File: src/hdl/ssbd_regs.vh
// constants of the bus-slave command decoder: command codes, register layouts, reset values, bus map
// assumes inclusion by every design file of the decoder
`ifndef SSBD_REGS_VH
`define SSBD_REGS_VH

// framing bytes
`define SSBD_FRM_HI5 5'h1C
`define SSBD_FRM_RPL_A 8'hE2
`define SSBD_FRM_RPL_B 8'hE3
`define SSBD_FRM_REPLY_OK 8'hE4

// address bytes
`define SSBD_ADR_ANY 8'h00
`define SSBD_ADR_ANY_OUTDOOR 8'h10
`define SSBD_ADR_LNB 8'h11
`define SSBD_ADR_SWITCH 8'h14

// command bytes
`define SSBD_CMD_RESET 8'h00
`define SSBD_CMD_CLR_RESET 8'h01
`define SSBD_CMD_SET_CONTEND 8'h04
`define SSBD_CMD_CONTEND 8'h05
`define SSBD_CMD_CLR_CONTEND 8'h06
`define SSBD_CMD_ADDRESS 8'h07
`define SSBD_CMD_MOVE_C 8'h08
`define SSBD_CMD_MOVE 8'h09
`define SSBD_CMD_STATUS 8'h10
`define SSBD_CMD_CONFIG 8'h11
`define SSBD_CMD_SWITCH 8'h14
`define SSBD_CMD_SET_LO 8'h20
`define SSBD_CMD_SET_VR 8'h21
`define SSBD_CMD_SET_POS_A 8'h22
`define SSBD_CMD_SET_OPT_A 8'h23
`define SSBD_CMD_SET_HI 8'h24
`define SSBD_CMD_SET_HL 8'h25
`define SSBD_CMD_SET_POS_B 8'h26
`define SSBD_CMD_SET_OPT_B 8'h27
`define SSBD_CMD_SLEEP 8'h30
`define SSBD_CMD_AWAKE 8'h31
`define SSBD_CMD_WRITE_N0 8'h38
`define SSBD_CMD_LO_STRING 8'h50
`define SSBD_CMD_LO_NOW 8'h51
`define SSBD_CMD_LO_LO 8'h52
`define SSBD_CMD_LO_HI 8'h53

// status register fields and reset value
`define SSBD_ST_RESET 0
`define SSBD_ST_SLEEP 1
`define SSBD_ST_VOLT 2
`define SSBD_ST_CONTEND 7
`define SSBD_ST_RST_VAL 8'h01

// configuration register (read only)
`define SSBD_CFG_VAL 8'h03

// switching-state register fields
`define SSBD_SW_BAND 4
`define SSBD_SW_POL 5
`define SSBD_SW_SAT 6
`define SSBD_SW_OPT 7
`define SSBD_SW_OPT_AVAIL 3
`define SSBD_SW_FIXED 3'h7
`define SSBD_SW_SEL_RST 4'h0

// oscillator frequency bytes
`define SSBD_LOW_OSC_B2 8'h09
`define SSBD_LOW_OSC_B1 8'h75
`define SSBD_LOW_OSC_B0 8'h02
`define SSBD_HIGH_OSC_B2 8'h10
`define SSBD_HIGH_OSC_B1 8'h60
`define SSBD_HIGH_OSC_B0 8'h04

// software register map (byte addresses)
`define SSBD_REG_CTRL 4'h0
`define SSBD_REG_STAT 4'h4
`define SSBD_CTRL_LNB 0
`define SSBD_CTRL_CASC 1
`define SSBD_CTRL_RECON 2
`define SSBD_CTRL_RST_VAL 2'h0

// AXI responses
`define SSBD_RESP_OKAY 2'h0
`define SSBD_RESP_SLVERR 2'h2

`endif

File: src/hdl/ssbd_decoder.v
// command decoder of one receiver port of the satellite IF switch, with AXI4-Lite control
// assumes frame bytes arrive already demodulated on this clock; reply bytes leave to a modulator
//
// Notes on behaviour
// RULE1: accept framing bytes E0 through E7
// RULE2: act on addresses 00, 10, own address
// RULE3: third byte is command, fourth its data
// RULE4: reply only for framing E2 or E3
// RULE5: 00 reinitialises, 01 clears reset flag
// RULE6: 04 sets contention flag, 06 clears it
// RULE7: 05/07 return address per contention flag
// RULE8: 08/09 write address per contention flag
// RULE9: 10, 11, 14 return status, config, switch
// RULE10: 20 clears band bit, 24 sets it
// RULE11: 21 clears polarization bit, 25 sets it
// RULE12: 22 clears satellite bit, 26 sets it
// RULE13: 23 clears option bit, 27 sets it
// RULE14: sleep ignores all commands except awake
// RULE15: 38 data byte writes switch bits 7:4
// RULE16: 50 returns two oscillator bytes per band
// RULE17: 51/52/53 return oscillator table entry nibble
// RULE18: route input sat*4+band*2+pol+1
// RULE19: option set takes the chained input path
// RULE20: after reset input one selected
// RULE21: master sends only differing selection commands
// RULE22: named registers have no bus address
// RULE23: first valid frame moves to bus control
// RULE24: lnb mode ignores switcher address, single opposite
// RULE25: bad frames change nothing, no reply
`timescale 1ns/1ps
`include "ssbd_regs.vh"

module ssbd_decoder (
  input wire I_CLK_SYS,
  input wire I_RESET_N,
  input wire [3:0] I_AWADDR,
  input wire I_AWVALID,
  output wire O_AWREADY,
  input wire [31:0] I_WDATA,
  input wire [3:0] I_WSTRB,
  input wire I_WVALID,
  output wire O_WREADY,
  output wire [1:0] O_BRESP,
  output wire O_BVALID,
  input wire I_BREADY,
  input wire [3:0] I_ARADDR,
  input wire I_ARVALID,
  output wire O_ARREADY,
  output wire [31:0] O_RDATA,
  output wire [1:0] O_RRESP,
  output wire O_RVALID,
  input wire I_RREADY,
  input wire I_RX_VALID,
  input wire [7:0] I_RX_BYTE,
  input wire I_RX_END,
  output wire O_TX_VALID,
  output wire [7:0] O_TX_BYTE,
  output wire O_TX_LAST,
  input wire I_TX_READY,
  input wire I_VOLT_HIGH,
  output wire [2:0] O_RF_SEL,
  output wire O_CHAIN_SEL,
  output wire O_BUS_CTRL
);

  // bus slave state
  reg awready_ff, wready_ff, bvalid_ff, arready_ff, rvalid_ff;
  reg aw_hold_ff, w_hold_ff;
  reg [3:0] awaddr_ff;
  reg [7:0] wdata_ff;
  reg wstrb0_ff;
  reg [1:0] bresp_ff, rresp_ff;
  reg [31:0] rdata_ff;
  reg [1:0] ctrl_ff;
  reg ctrl_wr_ff;
  reg recon_ff;
  reg [7:0] frame_cnt_ff;

  // frame capture and named registers
  reg [2:0] cnt_ff;
  reg [7:0] b0_ff, b1_ff, b2_ff, b3_ff;
  reg exec_ff;
  reg [7:0] stat_ff, sw_ff, addr_ff;
  reg bus_ctrl_ff;
  reg [2:0] rf_sel_ff;
  reg chain_sel_ff;
  reg volt_s1_ff, volt_s2_ff, volt_s3_ff, volt_ff;

  // reply shifter
  reg tx_valid_ff, tx_last_ff;
  reg [7:0] tx_byte_ff, tx_d1_ff, tx_d2_ff;
  reg [1:0] tx_left_ff;

  reg [7:0] nxt_stat, nxt_sw, nxt_addr, nxt_d1, nxt_d2;
  reg [1:0] nxt_len;
  reg hit;
  wire [7:0] cmd = b2_ff;
  wire lnb_mode = ctrl_ff[`SSBD_CTRL_LNB];
  wire [7:0] dflt_addr = lnb_mode ? `SSBD_ADR_LNB : `SSBD_ADR_SWITCH;
  wire tx_busy = tx_valid_ff | exec_ff;
  wire addr_ok = ((b1_ff == `SSBD_ADR_ANY) || (b1_ff == `SSBD_ADR_ANY_OUTDOOR) || (b1_ff == addr_ff)) && // RULE2
    !(lnb_mode && b1_ff == `SSBD_ADR_SWITCH) && !(!lnb_mode && b1_ff == `SSBD_ADR_LNB); // RULE24
  wire frame_ok = (cnt_ff >= 3'd3) && (b0_ff[7:3] == `SSBD_FRM_HI5) && addr_ok; // RULE1 RULE25
  wire has_data = (cnt_ff >= 3'd4);
  wire want_reply = (b0_ff == `SSBD_FRM_RPL_A) || (b0_ff == `SSBD_FRM_RPL_B);
  wire contend = stat_ff[`SSBD_ST_CONTEND];
  wire high_band = sw_ff[`SSBD_SW_BAND];
  wire [7:0] sw_view = {sw_ff[7:4], ctrl_ff[`SSBD_CTRL_CASC], `SSBD_SW_FIXED};
  wire [7:0] nib_low = `SSBD_LOW_OSC_B0 & 8'h0F;
  wire [7:0] nib_high = `SSBD_HIGH_OSC_B0 & 8'h0F;
  wire [3:0] n0_sel;

  // port group 0: high nibble of the data enables, low nibble gives the value
  genvar g;
  generate
    for (g = 0; g < 4; g = g + 1) begin : g_n0
      assign n0_sel[g] = b3_ff[4 + g] ? b3_ff[g] : sw_ff[4 + g]; // RULE15
    end
  endgenerate

  always @* begin
    nxt_stat = stat_ff;
    nxt_sw = sw_ff;
    nxt_addr = addr_ff;
    nxt_len = 2'd0;
    nxt_d1 = 8'h00;
    nxt_d2 = 8'h00;
    hit = 1'b0;
    // sleeping decoder answers only the awake command
    if (exec_ff && frame_ok && (!stat_ff[`SSBD_ST_SLEEP] || cmd == `SSBD_CMD_AWAKE)) begin // RULE14
      hit = 1'b1;
      nxt_len = 2'd1;
      case (cmd) // RULE3
        `SSBD_CMD_RESET: begin
          nxt_stat = `SSBD_ST_RST_VAL; // RULE5
          nxt_sw[7:4] = `SSBD_SW_SEL_RST;
          nxt_addr = dflt_addr;
        end
        `SSBD_CMD_CLR_RESET: nxt_stat[`SSBD_ST_RESET] = 1'b0; // RULE5
        `SSBD_CMD_SET_CONTEND: nxt_stat[`SSBD_ST_CONTEND] = 1'b1; // RULE6
        `SSBD_CMD_CLR_CONTEND: nxt_stat[`SSBD_ST_CONTEND] = 1'b0; // RULE6
        `SSBD_CMD_CONTEND: begin
          nxt_len = contend ? 2'd2 : 2'd1; // RULE7
          nxt_d1 = addr_ff;
        end
        `SSBD_CMD_ADDRESS: begin
          nxt_len = contend ? 2'd1 : 2'd2; // RULE7
          nxt_d1 = addr_ff;
        end
        `SSBD_CMD_MOVE_C: begin
          if (!has_data) begin
            hit = 1'b0;
            nxt_len = 2'd0;
          end else if (contend) begin
            nxt_addr = b3_ff; // RULE8
          end
        end
        `SSBD_CMD_MOVE: begin
          if (!has_data) begin
            hit = 1'b0;
            nxt_len = 2'd0;
          end else if (!contend) begin
            nxt_addr = b3_ff; // RULE8
          end
        end
        `SSBD_CMD_STATUS: begin
          nxt_len = 2'd2; // RULE9
          nxt_d1 = stat_ff;
        end
        `SSBD_CMD_CONFIG: begin
          nxt_len = 2'd2; // RULE9
          nxt_d1 = `SSBD_CFG_VAL;
        end
        `SSBD_CMD_SWITCH: begin
          nxt_len = 2'd2; // RULE9
          nxt_d1 = sw_view;
        end
        `SSBD_CMD_SET_LO: nxt_sw[`SSBD_SW_BAND] = 1'b0; // RULE10 RULE21
        `SSBD_CMD_SET_HI: nxt_sw[`SSBD_SW_BAND] = 1'b1; // RULE10
        `SSBD_CMD_SET_VR: nxt_sw[`SSBD_SW_POL] = 1'b0; // RULE11
        `SSBD_CMD_SET_HL: nxt_sw[`SSBD_SW_POL] = 1'b1; // RULE11
        `SSBD_CMD_SET_POS_A: nxt_sw[`SSBD_SW_SAT] = 1'b0; // RULE12
        `SSBD_CMD_SET_POS_B: nxt_sw[`SSBD_SW_SAT] = 1'b1; // RULE12
        `SSBD_CMD_SET_OPT_A: nxt_sw[`SSBD_SW_OPT] = 1'b0; // RULE13
        `SSBD_CMD_SET_OPT_B: nxt_sw[`SSBD_SW_OPT] = 1'b1; // RULE13
        `SSBD_CMD_SLEEP: nxt_stat[`SSBD_ST_SLEEP] = 1'b1; // RULE14
        `SSBD_CMD_AWAKE: nxt_stat[`SSBD_ST_SLEEP] = 1'b0; // RULE14
        `SSBD_CMD_WRITE_N0: begin
          if (has_data) begin
            nxt_sw[7:4] = n0_sel; // RULE15
          end else begin
            hit = 1'b0;
            nxt_len = 2'd0;
          end
        end
        `SSBD_CMD_LO_STRING: begin
          nxt_len = 2'd3; // RULE16
          nxt_d1 = high_band ? `SSBD_HIGH_OSC_B2 : `SSBD_LOW_OSC_B2;
          nxt_d2 = high_band ? `SSBD_HIGH_OSC_B1 : `SSBD_LOW_OSC_B1;
        end
        `SSBD_CMD_LO_NOW: begin
          nxt_len = 2'd2; // RULE17
          nxt_d1 = high_band ? nib_high : nib_low;
        end
        `SSBD_CMD_LO_LO: begin
          nxt_len = 2'd2; // RULE17
          nxt_d1 = nib_low;
        end
        `SSBD_CMD_LO_HI: begin
          nxt_len = 2'd2; // RULE17
          nxt_d1 = nib_high;
        end
        default: begin
          hit = 1'b0; // RULE25
          nxt_len = 2'd0;
        end
      endcase
      if (!want_reply) begin
        nxt_len = 2'd0; // RULE4
      end
    end
    // a mode change from software reloads the default own address
    if (ctrl_wr_ff) begin
      nxt_addr = dflt_addr;
    end
    nxt_stat[6:3] = 4'h0;
    nxt_stat[`SSBD_ST_VOLT] = volt_ff;
  end

  // supply level pin: three stages, change taken once stages two and three agree
  always @(posedge I_CLK_SYS or negedge I_RESET_N) begin
    if (!I_RESET_N) begin
      volt_s1_ff <= 1'b0;
      volt_s2_ff <= 1'b0;
      volt_s3_ff <= 1'b0;
      volt_ff <= 1'b0;
    end else begin
      volt_s1_ff <= I_VOLT_HIGH;
      volt_s2_ff <= volt_s1_ff;
      volt_s3_ff <= volt_s2_ff;
      if (volt_s2_ff == volt_s3_ff) begin
        volt_ff <= volt_s3_ff;
      end
    end
  end

  // frame capture; bytes arriving while a frame executes or a reply is out are dropped
  always @(posedge I_CLK_SYS or negedge I_RESET_N) begin
    if (!I_RESET_N) begin
      cnt_ff <= 3'd0;
      b0_ff <= 8'h00;
      b1_ff <= 8'h00;
      b2_ff <= 8'h00;
      b3_ff <= 8'h00;
      exec_ff <= 1'b0;
    end else begin
      exec_ff <= I_RX_END & ~tx_busy;
      if (exec_ff) begin
        cnt_ff <= 3'd0;
      end else if (I_RX_VALID && !tx_busy) begin
        case (cnt_ff)
          3'd0: b0_ff <= I_RX_BYTE;
          3'd1: b1_ff <= I_RX_BYTE;
          3'd2: b2_ff <= I_RX_BYTE;
          3'd3: b3_ff <= I_RX_BYTE;
          default: b3_ff <= b3_ff;
        endcase
        if (cnt_ff != 3'd7) begin
          cnt_ff <= cnt_ff + 3'd1;
        end
      end
    end
  end

  // named registers, routing and control mode
  always @(posedge I_CLK_SYS or negedge I_RESET_N) begin
    if (!I_RESET_N) begin
      stat_ff <= `SSBD_ST_RST_VAL;
      sw_ff <= {`SSBD_SW_SEL_RST, 4'h0}; // RULE20
      addr_ff <= `SSBD_ADR_SWITCH;
      bus_ctrl_ff <= 1'b0;
      rf_sel_ff <= 3'd0;
      chain_sel_ff <= 1'b0;
      frame_cnt_ff <= 8'h00;
    end else begin
      stat_ff <= nxt_stat; // RULE22
      sw_ff <= nxt_sw;
      addr_ff <= nxt_addr;
      // a valid frame wins over a reconnect in the same cycle
      if (hit) begin
        bus_ctrl_ff <= 1'b1; // RULE23
        frame_cnt_ff <= frame_cnt_ff + 8'h01;
      end else if (recon_ff) begin
        bus_ctrl_ff <= 1'b0; // RULE23
      end
      rf_sel_ff <= {sw_ff[`SSBD_SW_SAT], sw_ff[`SSBD_SW_BAND], sw_ff[`SSBD_SW_POL]}; // RULE18
      chain_sel_ff <= sw_ff[`SSBD_SW_OPT]; // RULE19
    end
  end

  // reply shifter: reply framing byte first, then up to two data bytes
  always @(posedge I_CLK_SYS or negedge I_RESET_N) begin
    if (!I_RESET_N) begin
      tx_valid_ff <= 1'b0;
      tx_last_ff <= 1'b0;
      tx_byte_ff <= 8'h00;
      tx_d1_ff <= 8'h00;
      tx_d2_ff <= 8'h00;
      tx_left_ff <= 2'd0;
    end else if (nxt_len != 2'd0) begin
      tx_valid_ff <= 1'b1; // RULE4
      tx_last_ff <= (nxt_len == 2'd1);
      tx_byte_ff <= `SSBD_FRM_REPLY_OK;
      tx_d1_ff <= nxt_d1;
      tx_d2_ff <= nxt_d2;
      tx_left_ff <= nxt_len;
    end else if (tx_valid_ff && I_TX_READY) begin
      tx_byte_ff <= tx_d1_ff;
      tx_d1_ff <= tx_d2_ff;
      tx_left_ff <= tx_left_ff - 2'd1;
      tx_last_ff <= (tx_left_ff == 2'd2);
      if (tx_left_ff == 2'd1) begin
        tx_valid_ff <= 1'b0;
      end
    end
  end

  // AXI4-Lite write: address and data taken in either order, response after both
  always @(posedge I_CLK_SYS or negedge I_RESET_N) begin
    if (!I_RESET_N) begin
      awready_ff <= 1'b1;
      wready_ff <= 1'b1;
      bvalid_ff <= 1'b0;
      aw_hold_ff <= 1'b0;
      w_hold_ff <= 1'b0;
      awaddr_ff <= 4'h0;
      wdata_ff <= 8'h00;
      wstrb0_ff <= 1'b0;
      bresp_ff <= `SSBD_RESP_OKAY;
      ctrl_ff <= `SSBD_CTRL_RST_VAL;
      ctrl_wr_ff <= 1'b0;
      recon_ff <= 1'b0;
    end else begin
      ctrl_wr_ff <= 1'b0;
      recon_ff <= 1'b0;
      if (awready_ff && I_AWVALID) begin
        awready_ff <= 1'b0;
        aw_hold_ff <= 1'b1;
        awaddr_ff <= I_AWADDR;
      end
      if (wready_ff && I_WVALID) begin
        wready_ff <= 1'b0;
        w_hold_ff <= 1'b1;
        wdata_ff <= I_WDATA[7:0];
        wstrb0_ff <= I_WSTRB[0];
      end
      if (aw_hold_ff && w_hold_ff && !bvalid_ff) begin
        aw_hold_ff <= 1'b0;
        w_hold_ff <= 1'b0;
        bvalid_ff <= 1'b1;
        if (awaddr_ff[3:2] == `SSBD_REG_CTRL >> 2) begin
          bresp_ff <= `SSBD_RESP_OKAY;
          if (wstrb0_ff) begin
            ctrl_ff <= wdata_ff[1:0];
            ctrl_wr_ff <= 1'b1;
            recon_ff <= wdata_ff[`SSBD_CTRL_RECON];
          end
        end else if (awaddr_ff[3:2] == `SSBD_REG_STAT >> 2) begin
          bresp_ff <= `SSBD_RESP_OKAY;
        end else begin
          bresp_ff <= `SSBD_RESP_SLVERR;
        end
      end
      if (bvalid_ff && I_BREADY) begin
        bvalid_ff <= 1'b0;
        awready_ff <= 1'b1;
        wready_ff <= 1'b1;
      end
    end
  end

  // AXI4-Lite read
  always @(posedge I_CLK_SYS or negedge I_RESET_N) begin
    if (!I_RESET_N) begin
      arready_ff <= 1'b1;
      rvalid_ff <= 1'b0;
      rdata_ff <= 32'h00000000;
      rresp_ff <= `SSBD_RESP_OKAY;
    end else begin
      if (arready_ff && I_ARVALID) begin
        arready_ff <= 1'b0;
        rvalid_ff <= 1'b1;
        rresp_ff <= `SSBD_RESP_OKAY;
        if (I_ARADDR[3:2] == `SSBD_REG_CTRL >> 2) begin
          rdata_ff <= {30'h00000000, ctrl_ff};
        end else if (I_ARADDR[3:2] == `SSBD_REG_STAT >> 2) begin
          rdata_ff <= {16'h0000, frame_cnt_ff, 6'h00, stat_ff[`SSBD_ST_SLEEP], bus_ctrl_ff};
        end else begin
          rdata_ff <= 32'h00000000;
          rresp_ff <= `SSBD_RESP_SLVERR;
        end
      end
      if (rvalid_ff && I_RREADY) begin
        rvalid_ff <= 1'b0;
        arready_ff <= 1'b1;
      end
    end
  end

  assign O_AWREADY = awready_ff;
  assign O_WREADY = wready_ff;
  assign O_BVALID = bvalid_ff;
  assign O_BRESP = bresp_ff;
  assign O_ARREADY = arready_ff;
  assign O_RVALID = rvalid_ff;
  assign O_RDATA = rdata_ff;
  assign O_RRESP = rresp_ff;
  assign O_TX_VALID = tx_valid_ff;
  assign O_TX_BYTE = tx_byte_ff;
  assign O_TX_LAST = tx_last_ff;
  assign O_RF_SEL = rf_sel_ff;
  assign O_CHAIN_SEL = chain_sel_ff;
  assign O_BUS_CTRL = bus_ctrl_ff;

endmodule // ssbd_decoder

File: config.mk
export PLATFORM = sky130hd
export DESIGN_NAME = ssbd_decoder
export DESIGN_NICKNAME = d
export VERILOG_FILES = /design/src/hdl/ssbd_decoder.v
export VERILOG_INCLUDE_DIRS = /design/src /design/src/hdl
export SDC_FILE = /design/constraint.sdc
export NUM_CORES = 1
export LEC_CHECK = 0
export BUFFER_PORTS_ARGS = -buffer_cell sky130_fd_sc_hd__buf_2
export CORE_MARGIN = 5
export CORE_UTILIZATION = 40
export DETAILED_ROUTE_END_ITERATION = 7
export GPL_ROUTABILITY_DRIVEN = 1
export SLEW_MARGIN = 25
export SYNTH_ARGS = -nofsm -noshare
export SYNTH_HDL_FRONTEND = slang
export SYNTH_SLANG_ARGS = --single-unit
File: constraint.sdc
create_clock -name I_CLK_SYS -period 2.7 [get_ports I_CLK_SYS]
set_input_delay 0.27 -clock I_CLK_SYS [delete_from_list [all_inputs] [get_ports I_CLK_SYS]]
set_output_delay 0.27 -clock I_CLK_SYS [all_outputs]
set_load 0.03 [all_outputs]
# Word level (Yosys, flattened, before mapping)

Cells that the tools add are included.

Equal/unequal tests: 51
Add/sub/neg operators: 3
Shifts and indexed selects: 0
Mux-type cells: 78
Magnitude comparators: 2
Multipliers: 0
Div/mod/pow operators: 0
Bitwise gates (word level): 4
Reduce and logical (&&, ||, !) cells: 79

Operators by type and width:

| cell                 | count |
|---|---|
| $mux W8              | 12 |
| $eq A8 B6 Y1 const B | 11 |
| $pmux W8 S8          | 1 |
| $eq A8 B5 Y1 const B | 6 |
| $mux W1              | 34 |
| $eq A8 B3 Y1 const B | 4 |
| $eq A8 B7 Y1 const B | 4 |
| $mux W16             | 2 |
| $reduce_bool A2 Y1   | 16 |
| $pmux W8 S3          | 1 |
| $reduce_or A23 Y1    | 1 |
| $mux W2              | 10 |
| $logic_and A1 B1 Y1  | 17 |
| $eq A8 B4 Y1 const B | 2 |
| $eq A8 B8 Y1 const B | 2 |
| $logic_not A8 Y1     | 2 |
| $reduce_and A4 Y1    | 4 |
| $mux W3              | 5 |
| $ne A3 B3 Y1 const B | 5 |
| $reduce_and A3 Y1    | 5 |
| $reduce_or A14 Y1    | 1 |
| $reduce_or A2 Y1     | 7 |
| $pmux W1 S3          | 4 |
| $pmux W2 S6          | 1 |
| 31 further kinds     | 60 |

Latch bits: 0
ROM bits: 0
Output and inout bits: 56
RAM bits: 0
Memories kept: 0
Register bits after elaboration: 152
Bits of input ports: 63

# Depth between registers and ports, before layout

Word-level depth: 12
Mapped depth: 11
Depth with buffers taken out: 8

# Worst setup path after synthesis

Ideal clock, no wire load.

Path type: flip-flop to flip-flop
Start: register b2_ff[1]
End: register tx_d2_ff[4]
Slack: 0.445 ns
Cell stages (with the launch flop): 8
Buffers on the path: 1
Required time: 2.575 ns
Clock period less this slack: 2.255 ns
Arrival time: 2.130 ns
Setup time: 0.125 ns
Path through: dfrtp_1 > nor4b_4 > nand2_2 > a211o_4 > nor3_1 > and3_1 > buf_6 > mux2_4

Longest elaborated chain between the ends: 6
Elaborated cells between the ends (all ways): 37
Those cells by class: eq/ne (25); mux (5); reduce/logical (7)

RTL lines:

| item                                                             | line               | source |
|---|---|---|
| start, declared                                                  | ssbd_decoder.v:81  | `reg [7:0] b0_ff, b1_ff, b2_ff, b3_ff;` |
| start signal, assigned                                           | ssbd_decoder.v:253 | `b2_ff <= 8'h00;` |
| start signal, assigned                                           | ssbd_decoder.v:264 | `3'd2: b2_ff <= I_RX_BYTE;` |
| $eq A8 B6 Y1, or another cell as far along                       | ssbd_decoder.v:133 | `case (cmd)` |
| $reduce_or A14 Y1 (no source line), or another cell as far along | -                  |  |
| $pmux W2 S6                                                      | ssbd_decoder.v:133 |  |
| $mux W2                                                          | ssbd_decoder.v:218 | `if (!want_reply) begin` |
| $mux W2                                                          | ssbd_decoder.v:130 | `` if (exec_ff && frame_ok && (!stat_ff[`SSBD_ST_SLEEP] \|\| cmd == `SSBD_CMD_AWAKE)) begin `` |
| $reduce_bool A2 Y1                                               | ssbd_decoder.v:310 | `end else if (nxt_len != 2'd0) begin` |
| end signal, assigned                                             | ssbd_decoder.v:315 | `tx_d2_ff <= nxt_d2;` |
| end, declared                                                    | ssbd_decoder.v:91  | `reg [7:0] tx_byte_ff, tx_d1_ff, tx_d2_ff;` |

Several ways; a longest one is shown, not always the timed one.
A chain may end at the register's enable or synchronous reset.

# Worst setup path after layout

Start: register cnt_ff[0]
End: register tx_d1_ff[7]

Longest elaborated chain between the ends: 8
Elaborated cells between the ends (all ways): 14
Those cells by class: order compare (2); mux (6); reduce/logical (6)

RTL lines:

| item                                                                 | line               | source |
|---|---|---|
| start, declared                                                      | ssbd_decoder.v:80  | `reg [2:0] cnt_ff;` |
| start signal, assigned                                               | ssbd_decoder.v:269 | `cnt_ff <= cnt_ff + 3'd1;` |
| parallel branches: the longest is 8 deep, another holds $ge A3 B3 Y1 | -                  |  |
| end signal, assigned                                                 | ssbd_decoder.v:314 | `tx_d1_ff <= nxt_d1;` |
| end signal, assigned                                                 | ssbd_decoder.v:319 | `tx_d1_ff <= tx_d2_ff;` |
| end, declared                                                        | ssbd_decoder.v:91  |  |

Parallel ways; which one is timed is not known.

==> run metrics <==
critical path buffer and inverter count=1; Pwr Density=945 nW/um^2; n_diodes=0; outcome=finished, final reports clean; clock sink total=119; Max Slew Vio Count=0; TritonCTS clock tree=done; Max Cap Viol=0; CTS Buf Count=17; routed vias/inst=5.20; I/O pin count=119; register area share after synthesis=50.3%; Net count, final=675; final wirelength=13200 um; first-pass GRT wire length=22400 um; top-area cell type share of the netlist area=47.7%; RSZ-0062 raised after global routing=false; final hold vios=0; kind of cell adding the most delay to the critical path=simple AND/OR/NAND/NOR gates; Synth cell types=73; Die X=132 um; gpl congestion=0.881; layout cells sized above 1=32.0%; Root Buffer=clkbuf_16; post-synthesis cell count=517; setup ws final=0.134 ns; setup TNS=0 ns; register bit count reported by yosys=119; CP endpoint kind=flip-flop; slowest CP cell=dfrtp_1; Die Footprint=17400 um^2; Least-Margin Pin Slew=0.871 ns; Critical Path Fanout Max=10; worst rel slew slack=41.8%; Post-Syn Area=5930 um^2; Critical Path Max Stage Delay=0.43 ns; Core Area=14500 um^2; VDD IR max=0.000467 V; synthesis-to-layout area growth=20.9%; fill cell count=1318; HP Class=input port to flip-flop; most common cell after layout, fill and taps aside=dfrtp_1; I/O Buffers=58; routed len/inst=16.5 um; post-route clock period utilization=95.0%; final setup vio count=0; yosys warns=0; Startpoint Class=flip-flop; Post-synth ARST share=100%; Row Count=44; Die Ht=132 um; initial antenna violation count=0; ys flop type=dfrtp_1; H-tree depth=4; most frequent cells in the layout=dfrtp_1 (113), buf_2 (57), nand2_1 (47); global route overflow=0; area leader, netlist=dfrtp_1; DP Worst Slack=0.155 ns; most used cell, CP=ha_1; hpwl dp=9910 um; leading post-synthesis cells by cell area=dfrtp_1 (48%), mux2_2 (8.7%), buf_4 (3.2%); Setup Crit Path Kind=flip-flop to flip-flop; Total GRT Usage=15.9%; ANT nets after route=0; Post-synth EDFFs=0; Lkg Pwr=3.41 nW; DRT Pass-1 Iters=4; Critical Path AT=2.86 ns; syn_area_per_cell=11.5 um^2; Max Root-Sink Buffers=2; 1st-iter DRT viols=202; Starting Density=40.8%; post-layout min period=2.57 ns; routed via count=4158; Post-CTS Setup Bufs=0; latest clock arrival within the worst-skew pair=0.41 ns; clk_skew=0.00625 ns; Worst-path clk slew=0.05 ns; crit-path cells=ha_1 -> ha_1 -> a211o_1 -> nand4b_1 -> a211o_4 -> nor3_1 -> and3_1 -> buf_4 -> o21ai_0; Pwr Total=6.78 mW; largest net degree at the start of global routing=84; DRC Markers=0; Peak Freq=390 MHz; worst endpoint required time=2.99 ns; vias in the first global route=4264
report_power, final:
group          internal, mW  switching [mW]  leakage [nW]  total (mW)
sequential             2.18           0.390          1.50        2.57
clock                  1.70           0.765         0.321        2.47
combinational         0.809           0.932          1.59        1.74
total                  4.69            2.09          3.41        6.78
flip-flops by register name, summed over array words and instances, names as in the netlist, 2 cells and up:
register and flops:
b1_ff 8, b3_ff 8, stat_ff 4, wdata_ff 3, addr_ff 8, ctrl_ff 2, O_RF_SEL 3, b2_ff 8
tx_d2_ff 2, frame_cnt_ff 8, tx_d1_ff 8, tx_left_ff 2, sw_ff 4, b0_ff 7, cnt_ff 3, awaddr_ff 2
O_TX_BYTE 8, O_RDATA 10
final timing paths:
path | end | slack, ns | depth (start not counted) | start
min in group asynchronous | O_RVALID$_DFFE_PN0P_ | 0.37 | 2 | I_RESET_N
worst max-delay path | tx_d1_ff[7]$_DFFE_PN0P_ | 0.13 | 9 | cnt_ff[0]$_DFFE_PN0P_
max in group asynchronous | addr_ff[4]$_DFFE_PN1P_ | 1.50 | 3 | I_RESET_N
worst min register to register | volt_s2_ff$_DFF_PN0_ | 0.35 | 0 | volt_s1_ff$_DFF_PN0_
worst min-delay path | O_WREADY$_DFFE_PN1P_ | 0.02 | 2 | I_WVALID
worst max register to register | tx_d1_ff[7]$_DFFE_PN0P_ | 0.13 | 9 | cnt_ff[0]$_DFFE_PN0P_
layer usage:
metal / vias to the layer above / global-route usage [%] / share of wire [%]
met5: - / 0 / 0
met4: 0 / 6.34 / 1.2
met3: 13 / 3.59 / 4.4
met2: 96 / 24.5 / 47
met1: 2050 / 21.7 / 47
li1: 1999 / - / -
worst reg2reg max path, stage by stage, from the launching register on:
cell and delay, ns:
dfrtp_1 0.43, ha_1 0.23, ha_1 0.16, a211o_1 0.10, nand4b_1 0.14, a211o_4 0.35
nor3_1 0.38, and3_1 0.33, buf_4 0.22, o21ai_0 0.10
stage by stage:
step	hold slack [ns]	instances	utilization, %	cell area, um^2
2_1_floorplan	-0.0256	540	-	6020
3_3_place_gp	0.279	766	44.7	6500
3_5_place_dp	0.285	766	44.7	6500
4_1_cts	0.00536	800	49.3	7170
5_1_grt	0.0212	800	49.3	7170
6_report	0.0241	800	49.3	7170
what timing repair did:
| action | CTS | global route |
|---|---|---|
| hold buffers | 2 | 0 |
| gates resized for setup | 0 | 1 |
| setup endpoints to repair | 0 | 1 |
| endpoints found under the hold margin | 35 | 0 |
cell type report:
class,instances,area [um^2],area share [%]
tap,184,230,3.21
clock inverter,9,170,2.37
multi-input combinational,362,2690,37.5
sequential,119,2990,41.6
timing repair buffer,92,578,8.06
inverter,11,41.3,0.576
clock buffer,23,478,6.66
cell usage after synthesis (9+ instances only):
library cell,n
a21oi_1,19
a22o_1,14
and3_1,13
buf_4,25
clkbuf_1,12
dfrtp_1,113
ha_1,9
inv_1,11
mux2_2,46
nand2_1,47
nand3_1,12
nor2_1,14
o21ai_0,25
xor2_1,11
logic make-up after synthesis:
logic type / Yosys count / synth area share, %
mux: 56 / 10.6
other cells: 1 / 0.0632
compound gates: 103 / 13.0
buf+inv: 59 / 5.90
simple gates: 150 / 15.2
xor+xnor: 19 / 2.80
flops: 119 / 50.3
fa+ha+maj: 10 / 2.07
No activity file was read; power rests on OpenSTA's default activity.
